==> config.mk <==
export PLATFORM = sky130hd
export DESIGN_NAME = iwd_watchdog
export DESIGN_NICKNAME = d
export VERILOG_FILES = /design/src/hw/iwd_pkg.sv /design/src/hw/iwd_watchdog.sv /design/src/hw/iwd_tick_div.sv
export VERILOG_INCLUDE_DIRS = /design/src /design/src/hw
export SDC_FILE = /design/constraint.sdc
export NUM_CORES = 1
export LEC_CHECK = 0
export BUFFER_PORTS_ARGS = -buffer_cell sky130_fd_sc_hd__buf_2
export CAP_MARGIN = 20
export CORE_MARGIN = 2
export CORE_UTILIZATION = 40
export DETAILED_ROUTE_END_ITERATION = 12
export PLACE_DENSITY = 0.67
export SKIP_CTS_REPAIR_TIMING = 1
export SLEW_MARGIN = 0
export SYNTH_ARGS = -nofsm -noshare
export SYNTH_HDL_FRONTEND = slang
export SYNTH_SLANG_ARGS = --single-unit
==> constraint.sdc <==
create_clock -name ref_clk_in -period 2.4 [get_ports ref_clk_in]
set_input_delay 0.36 -clock ref_clk_in [delete_from_list [all_inputs] [get_ports ref_clk_in]]
set_output_delay 0.36 -clock ref_clk_in [all_outputs]
set_load 0.02 [all_outputs]
==> src/hw/iwd_params.svh <==
// constants for the i/o port watchdog: port address, code range and timing
`ifndef IWD_PARAMS_SVH
`define IWD_PARAMS_SVH
`define IWD_PORT_ADDR 16'h0443
`define IWD_CODE_MIN 8'h01
`define IWD_CODE_MAX 8'h3E
`define IWD_CLK_HZ 10000000
`define IWD_TICK_S 1
`define IWD_TICK_CYC (`IWD_CLK_HZ * `IWD_TICK_S)
`define IWD_CODE_RST 8'h00
`endif

==> src/hw/iwd_pkg.sv <==
// types shared by the i/o port watchdog files
package iwd_pkg;
	typedef logic [7:0] iwd_code_t;
	typedef logic [15:0] iwd_addr_t;
	typedef enum logic {IWD_ACT_RESET, IWD_ACT_IRQ} iwd_action_t;
endpackage : iwd_pkg

==> src/hw/iwd_watchdog.sv <==
// i/o port watchdog: write loads and restarts, read disables, expiry fires
`timescale 1ns/1ps
`default_nettype none
`include "iwd_params.svh"
// Function
// - write to port 443h loads interval, starts
// - codes 01h to 3Eh give 1-62 seconds
// - rewrite before expiry reloads and restarts count
// - port read disables watchdog, no timeout
// - expiry resets cpu or raises interrupt
module iwd_watchdog #(
	parameter int unsigned TICK_CYC = `IWD_TICK_CYC
) (
	input wire logic ref_clk_in,
	input wire logic rst_n_in,
	input wire iwd_pkg::iwd_addr_t io_addr_in,
	input wire iwd_pkg::iwd_code_t io_wdata_in,
	input wire logic io_wr_in,
	input wire logic io_rd_in,
	input wire iwd_pkg::iwd_action_t action_sel_in,
	output iwd_pkg::iwd_code_t io_rdata_out,
	output logic enabled_out,
	output logic cpu_reset_out,
	output logic irq_out
);
	import iwd_pkg::*;

	//------------------------------------------------------------
	// state
	//------------------------------------------------------------
	typedef struct packed {
		logic en;
		iwd_code_t code;
		logic [5:0] remain;
		iwd_code_t rdata;
		logic rst_p;
		logic irq;
	} iwd_state_t;
	iwd_state_t state_q;
	iwd_state_t state_d;
	logic hit;
	logic wr_ok;
	logic tick;

	// port decode and code range check
	assign hit = (io_addr_in == `IWD_PORT_ADDR);
	assign wr_ok = hit && io_wr_in && (io_wdata_in >= `IWD_CODE_MIN)
		&& (io_wdata_in <= `IWD_CODE_MAX);

	//------------------------------------------------------------
	// time base
	//------------------------------------------------------------
	iwd_tick_div #(.TICK_CYC(TICK_CYC)) u_div (
		.ref_clk_in(ref_clk_in),
		.rst_n_in(rst_n_in),
		.restart_in(wr_ok),
		.tick_out(tick)
	);

	//------------------------------------------------------------
	// countdown
	//------------------------------------------------------------
	always_comb begin
		state_d = state_q;
		state_d.rst_p = 1'b0;
		if (hit && io_rd_in) begin
			state_d.rdata = state_q.code;
		end
		if (wr_ok) begin
			state_d.en = 1'b1;
			state_d.code = io_wdata_in;
			state_d.remain = io_wdata_in[5:0];
			state_d.irq = 1'b0;
		end else if (hit && io_rd_in) begin
			state_d.en = 1'b0;
		end else if (state_q.en && tick) begin
			if (state_q.remain == 6'h01) begin
				state_d.en = 1'b0;
				state_d.remain = 6'h00;
				if (action_sel_in == IWD_ACT_RESET) begin
					state_d.rst_p = 1'b1;
				end else begin
					state_d.irq = 1'b1;
				end
			end else begin
				state_d.remain = state_q.remain - 6'h01;
			end
		end
	end

	// register the whole state; reset leaves the watchdog off
	always_ff @(posedge ref_clk_in) begin
		if (!rst_n_in) begin
			state_q <= '0;
		end else begin
			state_q <= state_d;
		end
	end

	assign io_rdata_out = state_q.rdata;
	assign enabled_out = state_q.en;
	assign cpu_reset_out = state_q.rst_p;
	assign irq_out = state_q.irq;
endmodule : iwd_watchdog
`default_nettype wire

==> src/hw/iwd_tick_div.sv <==
// one-second tick divider for the watchdog countdown
`timescale 1ns/1ps
`default_nettype none
`include "iwd_params.svh"
module iwd_tick_div #(
	parameter int unsigned TICK_CYC = `IWD_TICK_CYC
) (
	input wire logic ref_clk_in,
	input wire logic rst_n_in,
	input wire logic restart_in,
	output logic tick_out
);
	typedef struct packed {
		logic [23:0] cnt;
		logic tick;
	} iwd_div_state_t;
	iwd_div_state_t state_q;
	iwd_div_state_t state_d;
	localparam logic [23:0] LAST = 24'(TICK_CYC - 1);

	// count cycles, pulse once per second, realign on restart
	always_comb begin
		state_d = state_q;
		state_d.tick = 1'b0;
		if (restart_in) begin
			state_d.cnt = 24'h000000;
		end else if (state_q.cnt == LAST) begin
			state_d.cnt = 24'h000000;
			state_d.tick = 1'b1;
		end else begin
			state_d.cnt = state_q.cnt + 24'h000001;
		end
	end

	always_ff @(posedge ref_clk_in) begin
		if (!rst_n_in) begin
			state_q <= '0;
		end else begin
			state_q <= state_d;
		end
	end

	assign tick_out = state_q.tick;
endmodule : iwd_tick_div
`default_nettype wire

==> run summary, run 1 <==
- **antenna diode count** 0
- **largest net degree at the start of global routing** 27
- **Final setup violation count** 0
- **Final #Nets** 342
- **number of fill cells in the layout** 555
- **post-CTS clock slew at the launch and capture registers of the worst setup and hold paths** 90 ps
- **Internal Power** 1.078 mW
- **largest fanout on the critical path** 5
- **pin slew with the least headroom to its limit** 547.5 ps
- **slowest stage cell on the critical path** or4_4
- **TritonCTS clock tree** built
- **Fin Clk Skew** 15.02 ps
- **number of optimization iterations in the first detailed-route pass** 6
- **Critical Path End Type** flop
- **Sw Pwr** 0.3272 mW
- **worst slack, placed** -219.6 ps
- **insertion delay to the later sink of the worst-skew pair** 300 ps
- **number of enable flip-flop cells after synthesis** 0
- **class of the most critical setup path** in2reg
- **global-route wire length before repair** 7769 um
- **post-route worst setup slack** 105.0 ps
- **post-synthesis cell type with the largest combined area** dfxtp_1
- **synthesized cell area** 2322 sq um
- **area taken by multi-input logic gates** 1192 sq um
- **number of clock sinks seen by CTS** 50
- **portion of total power attributed to sequential cells** 0.595
- **overall fraction of global-route tracks in use** 0.1510
- **area of the die** 6431 sq um
- **count of placed standard cells in the final layout, fillers left out** 383
- **cell chosen for the clock root** clkbuf_8
- **final-report hold violation count** 0
- **H-tree lvl count** 2
- **maximum capacitance violations** 0
- **Max-slew headroom** 0.6350
- **clk buf depth** 2
- **layout overhead on the synthesized area** 14.66%
- **longest individual stage delay on the worst path** 580 ps
- **top area cells in the synthesized netlist** dfxtp_1 (43%), nand2_1 (6.8%), xnor2_1 (6.0%)
- **Tcrit/Tclk final** 0.9563
- **Pwr per Cell Area** 527.6 nW/um^2
- **flip-flop and latch count after synthesis** 50
- **ports placed on the boundary** 40
- **number of buffers inserted during clock tree synthesis** 5
- **final global-route overflow total** 0
- **Synth Net Count** 303
- **mean instance size in the synthesized netlist** 8.569 sq um
- **status** finished clean
- **VDD IR-drop max** 0.3372 mV
- **width of the chip** 80.20 um
- **Core ar.** 5540 sq um
- **estimated wirelength of the detail-placed design** 3391 um
- **Total Routed Length** 4577 um
- **Unique masters post-synth** 41
- **number of antenna violations at the first check in global routing** 0
- **critical path arrival** 2480 ps
- **asr flop ratio synth** 0
- **Starting Density** 0.4192
- **most used flip-flop cell after synthesis** dfxtp_1
- **unrepaired setup endpoints after global routing** no
- **leakage component of the power** 0.9777 nW
- **CP startpoint kind** input port
- **fraction of post-synthesis cell area in the top cell type by area** 0.4310
- **portion of total power attributed to combinational logic** 0.041
- **sequential cell area fraction in the yosys report** 0.4310
- **Cells after DPL** 375
- **Post-Synthesis Cells** 271
- **Max Slew Vio Count** 0
- **share of cells above drive strength 1** 0.1994
- **total via count in the routed design** 1949
- **final critical delay including setup and external delays** 2295 ps
- **placer's final routability congestion estimate** 0.7873
- **type of the tightest min-delay check** in2reg
- **data required time of the critical path** 2590 ps
- **area occupied by registers** 1001 sq um
- **Fin Hold WS** 222.7 ps
- **vias in the first global route** 1828
- **Port Buffers** 39
- **violation count after the first detailed-routing iteration** 110
- **count of standard-cell rows** 27
- **number of routed nets with antenna violations** 0
- **highest clock rate** 435.7 MHz
- **number of warnings reported in the yosys synthesis log** 0
- **overall die height** 80.20 um
- **detail-routed net length per standard cell** 11.95 um
- **switching share of power** 0.2329
- **DRC violation count after routing** 0
- **number of vias per cell after detailed routing** 5.089
- **cell with the most instances on the worst path** or4_4
- **cell chain of the critical path** buf_2, or4_4, or4_4, or4_4, buf_4, o221ai_1, a21boi_0
- **clock network fraction of total power** 0.364
==> cells in the final DEF (no fill, tap or decap), types with 8 or more instances in the layout <==
master	instances
a21boi_0	12
nand2_1	42
nor2_1	35
xnor2_1	16
buf_4	8
nor3_1	10
dfxtp_1	50
nand3_1	9
buf_2	39
==> sequential cells by signal, indices dropped and copies added (netlist names) <==
name            flops
irq_out             1
state_q            14
enabled_out         1
u_div.state_q      24
u_div.tick_out      1
io_rdata_out        8
cpu_reset_out       1
==> routing by layer <==
metal	vias up	GRT usage	routed length, um
met5	-	0	0
met1	893	0.1901	2166
met4	0	0.05763	80
met3	9	0.03146	265
met2	41	0.2525	2064
li1	1006	-	-
==> worst max-delay path, delay by kind of cell <==
family                 cells  cell delay [ps]
AO/OA/AOI/OAI              2              170
buffers and inverters      2              280
AND/OR/NAND/NOR            3             1660
==> power by group through the flow <==
stage / combinational [mW] / sequential [mW] / clock [mW]
after CTS: 0.0593 / 0.836 / 0.536
final: 0.0583 / 0.836 / 0.511
after detailed placement: 0.0587 / 0.855 / 0
after global placement: 0.0583 / 0.855 / 0
after floorplan: 0.0291 / 0.855 / 0
after global routing: 0.0652 / 0.837 / 0.576
==> synthesized netlist by cell type, types with 2 or more instances <==
master	count
buf_6	3
nor2b_1	2
ha_1	3
nor4b_1	2
a21oi_1	3
nor4_1	3
o21ai_0	5
buf_4	8
nor2_1	35
xor2_1	6
nand4_1	6
nor3_1	10
clkbuf_1	3
and3_1	7
nand2_1	42
and4_1	2
a31oi_1	4
o41ai_1	3
xnor2_1	16
or4_1	6
o21a_1	2
a21boi_0	12
inv_1	7
a21boi_1	3
nand3_1	9
dfxtp_1	50
nor3b_1	2
and2_1	4
==> layout make-up <==
| type | instances | share of cell area |
|---|---|---|
| clock buffer | 5 | 0.02585 |
| clock inverter | 3 | 0.01081 |
| inverter | 7 | 0.009868 |
| multi-input combinational | 199 | 0.4478 |
| sequential | 50 | 0.3759 |
| tap | 72 | 0.03383 |
| timing repair buffer | 47 | 0.09586 |
==> logic make-up (layout without fill, tap and decap cells) <==
logic type,count (synthesis),count (layout),synth area share
flip-flops,50,50,0.4310
AND/OR/NAND/NOR,138,138,0.3007
XOR/XNOR,22,22,0.08297
multiplexers,1,1,0.004311
AO/OA/AOI/OAI,35,35,0.1061
adder cells (fa/ha/maj),3,3,0.01617
buffers and inverters,22,62,0.05873
==> final timing paths <==
path                                                  start                      endpoint  slack [ps]  cells past startpoint
worst max register to register  u_div.state_q[7]$_SDFF_PP0_  u_div.state_q[24]$_SDFF_PP0_         630                      5
worst max-delay path                          io_addr_in[9]      state_q[11]$_SDFFE_PN0P_         100                      7
worst min register to register  u_div.state_q[1]$_SDFF_PP0_   u_div.state_q[1]$_SDFF_PP0_         440                      1
worst min-delay path                          action_sel_in      cpu_reset_out$_SDFF_PP0_         220                      2
==> metrics by stage <==
stage	util	cell area, sq um	setup TNS, ps	power (mW)
floorplan	-	2336	-1406	0.8838
global placement	0.4630	2565	-6327	0.9133
detailed placement	0.4630	2565	-7006	0.9139
CTS	0.4806	2663	0	1.432
global route	0.4806	2663	0	1.478
finish	0.4806	2663	0	1.405
Note: power is estimated with default switching activity, not from simulation.
==> inputs of run 2 (changes only) <==
--- a/config.mk
+++ b/config.mk
@@ -9,9 +9,9 @@
 export BUFFER_PORTS_ARGS = -buffer_cell sky130_fd_sc_hd__buf_2
 export CAP_MARGIN = 20
 export CORE_MARGIN = 2
-export CORE_UTILIZATION = 40
+export CORE_UTILIZATION = 50
 export DETAILED_ROUTE_END_ITERATION = 12
-export PLACE_DENSITY = 0.67
+export PLACE_DENSITY = 0.8
 export SKIP_CTS_REPAIR_TIMING = 1
 export SLEW_MARGIN = 0
 export SYNTH_ARGS = -nofsm -noshare
==> run 2 against run 1 <==
  * First-iteration DRC count grew 24%
  * Sequential power barely moved
  * Cell count down 5.5%
  * Routed wire length decreased by 1.1%
  * Register-to-register slack worse by 20 ps
  * Power is 0.92% higher
  * Critical path depth decreased by 1
  * Maximum frequency is 1.3% higher
  * Design area decreased by 1.2%
  * Critical endpoint is now u_div.state_q[8]$_SDFF_PP0_
==> run summary, run 2 (synthesis gave the netlist of run 1 again) <==
- **antenna diode count** 0, unchanged
- **CP startpoint kind** input port, unchanged
- **number of buffers inserted during clock tree synthesis** 5, unchanged
- **Max-slew headroom** 0.6363, was 0.6350
- **post-CTS clock slew at the launch and capture registers of the worst setup and hold paths** 100 ps, was 90 ps
- **TritonCTS clock tree** built, unchanged
- **data required time of the critical path** 2600 ps, was 2590 ps
- **global-route wire length before repair** 7872 um, was 7769 um
- **pin slew with the least headroom to its limit** 545.5 ps, was 547.5 ps
- **estimated wirelength of the detail-placed design** 3269 um, was 3391 um
- **count of standard-cell rows** 24, was 27
- **final-report hold violation count** 0, unchanged
- **worst slack, placed** -197.8 ps, was -219.6 ps
- **count of placed standard cells in the final layout, fillers left out** 362, was 383
- **final global-route overflow total** 0, unchanged
- **VDD IR-drop max** 0.3960 mV, was 0.3372 mV
- **total buffers and inverters traversed by the critical path** 1, was 2
- **cell chain of the critical path** buf_2, or4_4, or4_4, or4_4, nand3b_4, nor2_1, was buf_2, or4_4, or4_4, or4_4, buf_4, o221ai_1, a21boi_0
- **Most flops, register** u_div.state_q, unchanged
- **max reg flops** 24, unchanged
- **accumulated negative setup slack** 0 ps, unchanged
- **area taken by multi-input logic gates** 1192 sq um, unchanged
- **number of optimization iterations in the first detailed-route pass** 4, was 6
- **Fin Hold WS** 210.0 ps, was 222.7 ps
- **number of vias per cell after detailed routing** 5.414, was 5.089
- **number of clock sinks seen by CTS** 50, unchanged
- **Fin Clk Skew** 11.77 ps, was 15.02 ps
- **number of antenna violations at the first check in global routing** 0, unchanged
- **maximum capacitance violations** 0, unchanged
- **DRC violation count after routing** 0, unchanged
- **number of routed nets with antenna violations** 0, unchanged
- **total via count in the routed design** 1960, was 1949
- **Port Buffers** 39, unchanged
- **commonest non-fill, non-tap cell in the layout** dfxtp_1, unchanged
- **Max Slew Vio Count** 0, unchanged
- **H-tree lvl count** 2, unchanged
- **highest clock rate** 441.4 MHz, was 435.7 MHz
- **width of the chip** 72.15 um, was 80.20 um
- **Tcrit/Tclk final** 0.9440, was 0.9563
- **insertion delay to the later sink of the worst-skew pair** 310 ps, was 300 ps
- **area of the die** 5206 sq um, was 6431 sq um
- **ports placed on the boundary** 40, unchanged
- **Core ar.** 4414 sq um, was 5540 sq um
- **layout overhead on the synthesized area** 13.25%, was 14.66%
- **status** finished clean, unchanged
- **Pwr per Cell Area** 539.1 nW/um^2, was 527.6 nW/um^2
- **vias in the first global route** 1878, was 1828
- **commonest cells after routing, fill and taps aside** dfxtp_1 (50), nand2_1 (42), buf_2 (39), unchanged
- **longest individual stage delay on the worst path** 580 ps, about the same
- **Cells after DPL** 354, was 375
- **placer's final routability congestion estimate** 0.9085, was 0.7873
- **largest net degree at the start of global routing** 27, unchanged
- **number of fill cells in the layout** 396, was 555
- **clk buf depth** 2, unchanged
- **overall die height** 72.15 um, was 80.20 um
- **area occupied by registers** 1001 sq um, unchanged
- **cell family contributing the most delay on the critical path** simple AND/OR/NAND/NOR gates, unchanged
- **unrepaired setup endpoints after global routing** no, unchanged
- **post-route worst setup slack** 134.4 ps, was 105.0 ps
- **Starting Density** 0.5261, was 0.4192
- **share of cells above drive strength 1** 0.1968, was 0.1994
- **final critical delay including setup and external delays** 2266 ps, was 2295 ps
- **leakage component of the power** 0.9726 nW, was 0.9777 nW
- **largest fanout on the critical path** 23, was 5
- **overall fraction of global-route tracks in use** 0.1878, was 0.1510
- **Final #Nets** 341, was 342
- **Total Routed Length** 4525 um, was 4577 um
- **Critical Path End Type** flop, unchanged
- **violation count after the first detailed-routing iteration** 136, was 110
- **class of the most critical setup path** in2reg, unchanged
- **critical path arrival** 2460 ps, was 2480 ps
- **type of the tightest min-delay check** in2reg, unchanged
- **detail-routed net length per standard cell** 12.50 um, was 11.95 um
- **slowest stage cell on the critical path** or4_4, unchanged
- **cell chosen for the clock root** clkbuf_8, unchanged
- **cell with the most instances on the worst path** or4_4, unchanged
- **Final setup violation count** 0, unchanged
## run 2: stage by stage
step,util,instance area (sq um),power [mW]
final,0.5958,2630,1.418
after global routing,0.5958,2630,1.479
after CTS,0.5958,2630,1.444
after detailed placement,0.5737,2532,0.9136
after global placement,0.5737,2532,0.9130
after floorplan,-,2336,0.8838
## run 2: worst paths after layout
check / startpoint / endpoint / slack [ps] / depth (start not counted)
setup / recovery: io_addr_in[9] / u_div.state_q[8]$_SDFF_PP0_ / 130 / 6
hold / removal: action_sel_in / cpu_reset_out$_SDFF_PP0_ / 210 / 2
setup reg to reg: state_q[12]$_SDFFE_PN0P_ / state_q[13]$_SDFFE_PN0P_ / 610 / 5
hold reg to reg: u_div.state_q[1]$_SDFF_PP0_ / u_div.state_q[1]$_SDFF_PP0_ / 440 / 1
## run 2: where the power goes
group | switching (mW) | internal (mW) | total (mW)
sequential | 0.00246 | 0.833 | 0.836
clock | 0.306 | 0.218 | 0.524
combinational | 0.0299 | 0.0281 | 0.0580
total | 0.338 | 1.08 | 1.42
## run 2: area by class of cell
type,instances,area share
Timing Repair Buffer,46,0.09420
Sequential cell,50,0.3806
Clock inverter,3,0.01094
Tap cell,52,0.02474
Clock buffer,5,0.02617
Inverter,7,0.009990
Multi-Input combinational cell,199,0.4534
## run 2: worst register-to-register path, cell delays in order (launching register included)
cell,delay (ps)
dfxtp_1,380
or3_1,460
nor2b_1,400
nor2_1,90
o31ai_1,230
a31oi_1,130
## run 2: per-layer routing
metal	up-vias	global-route usage	wire (um)
met5	-	0	0
met4	0	0.07128	64
met3	6	0.04722	274
met2	53	0.3119	2055
met1	899	0.2349	2131
li1	1002	-	-
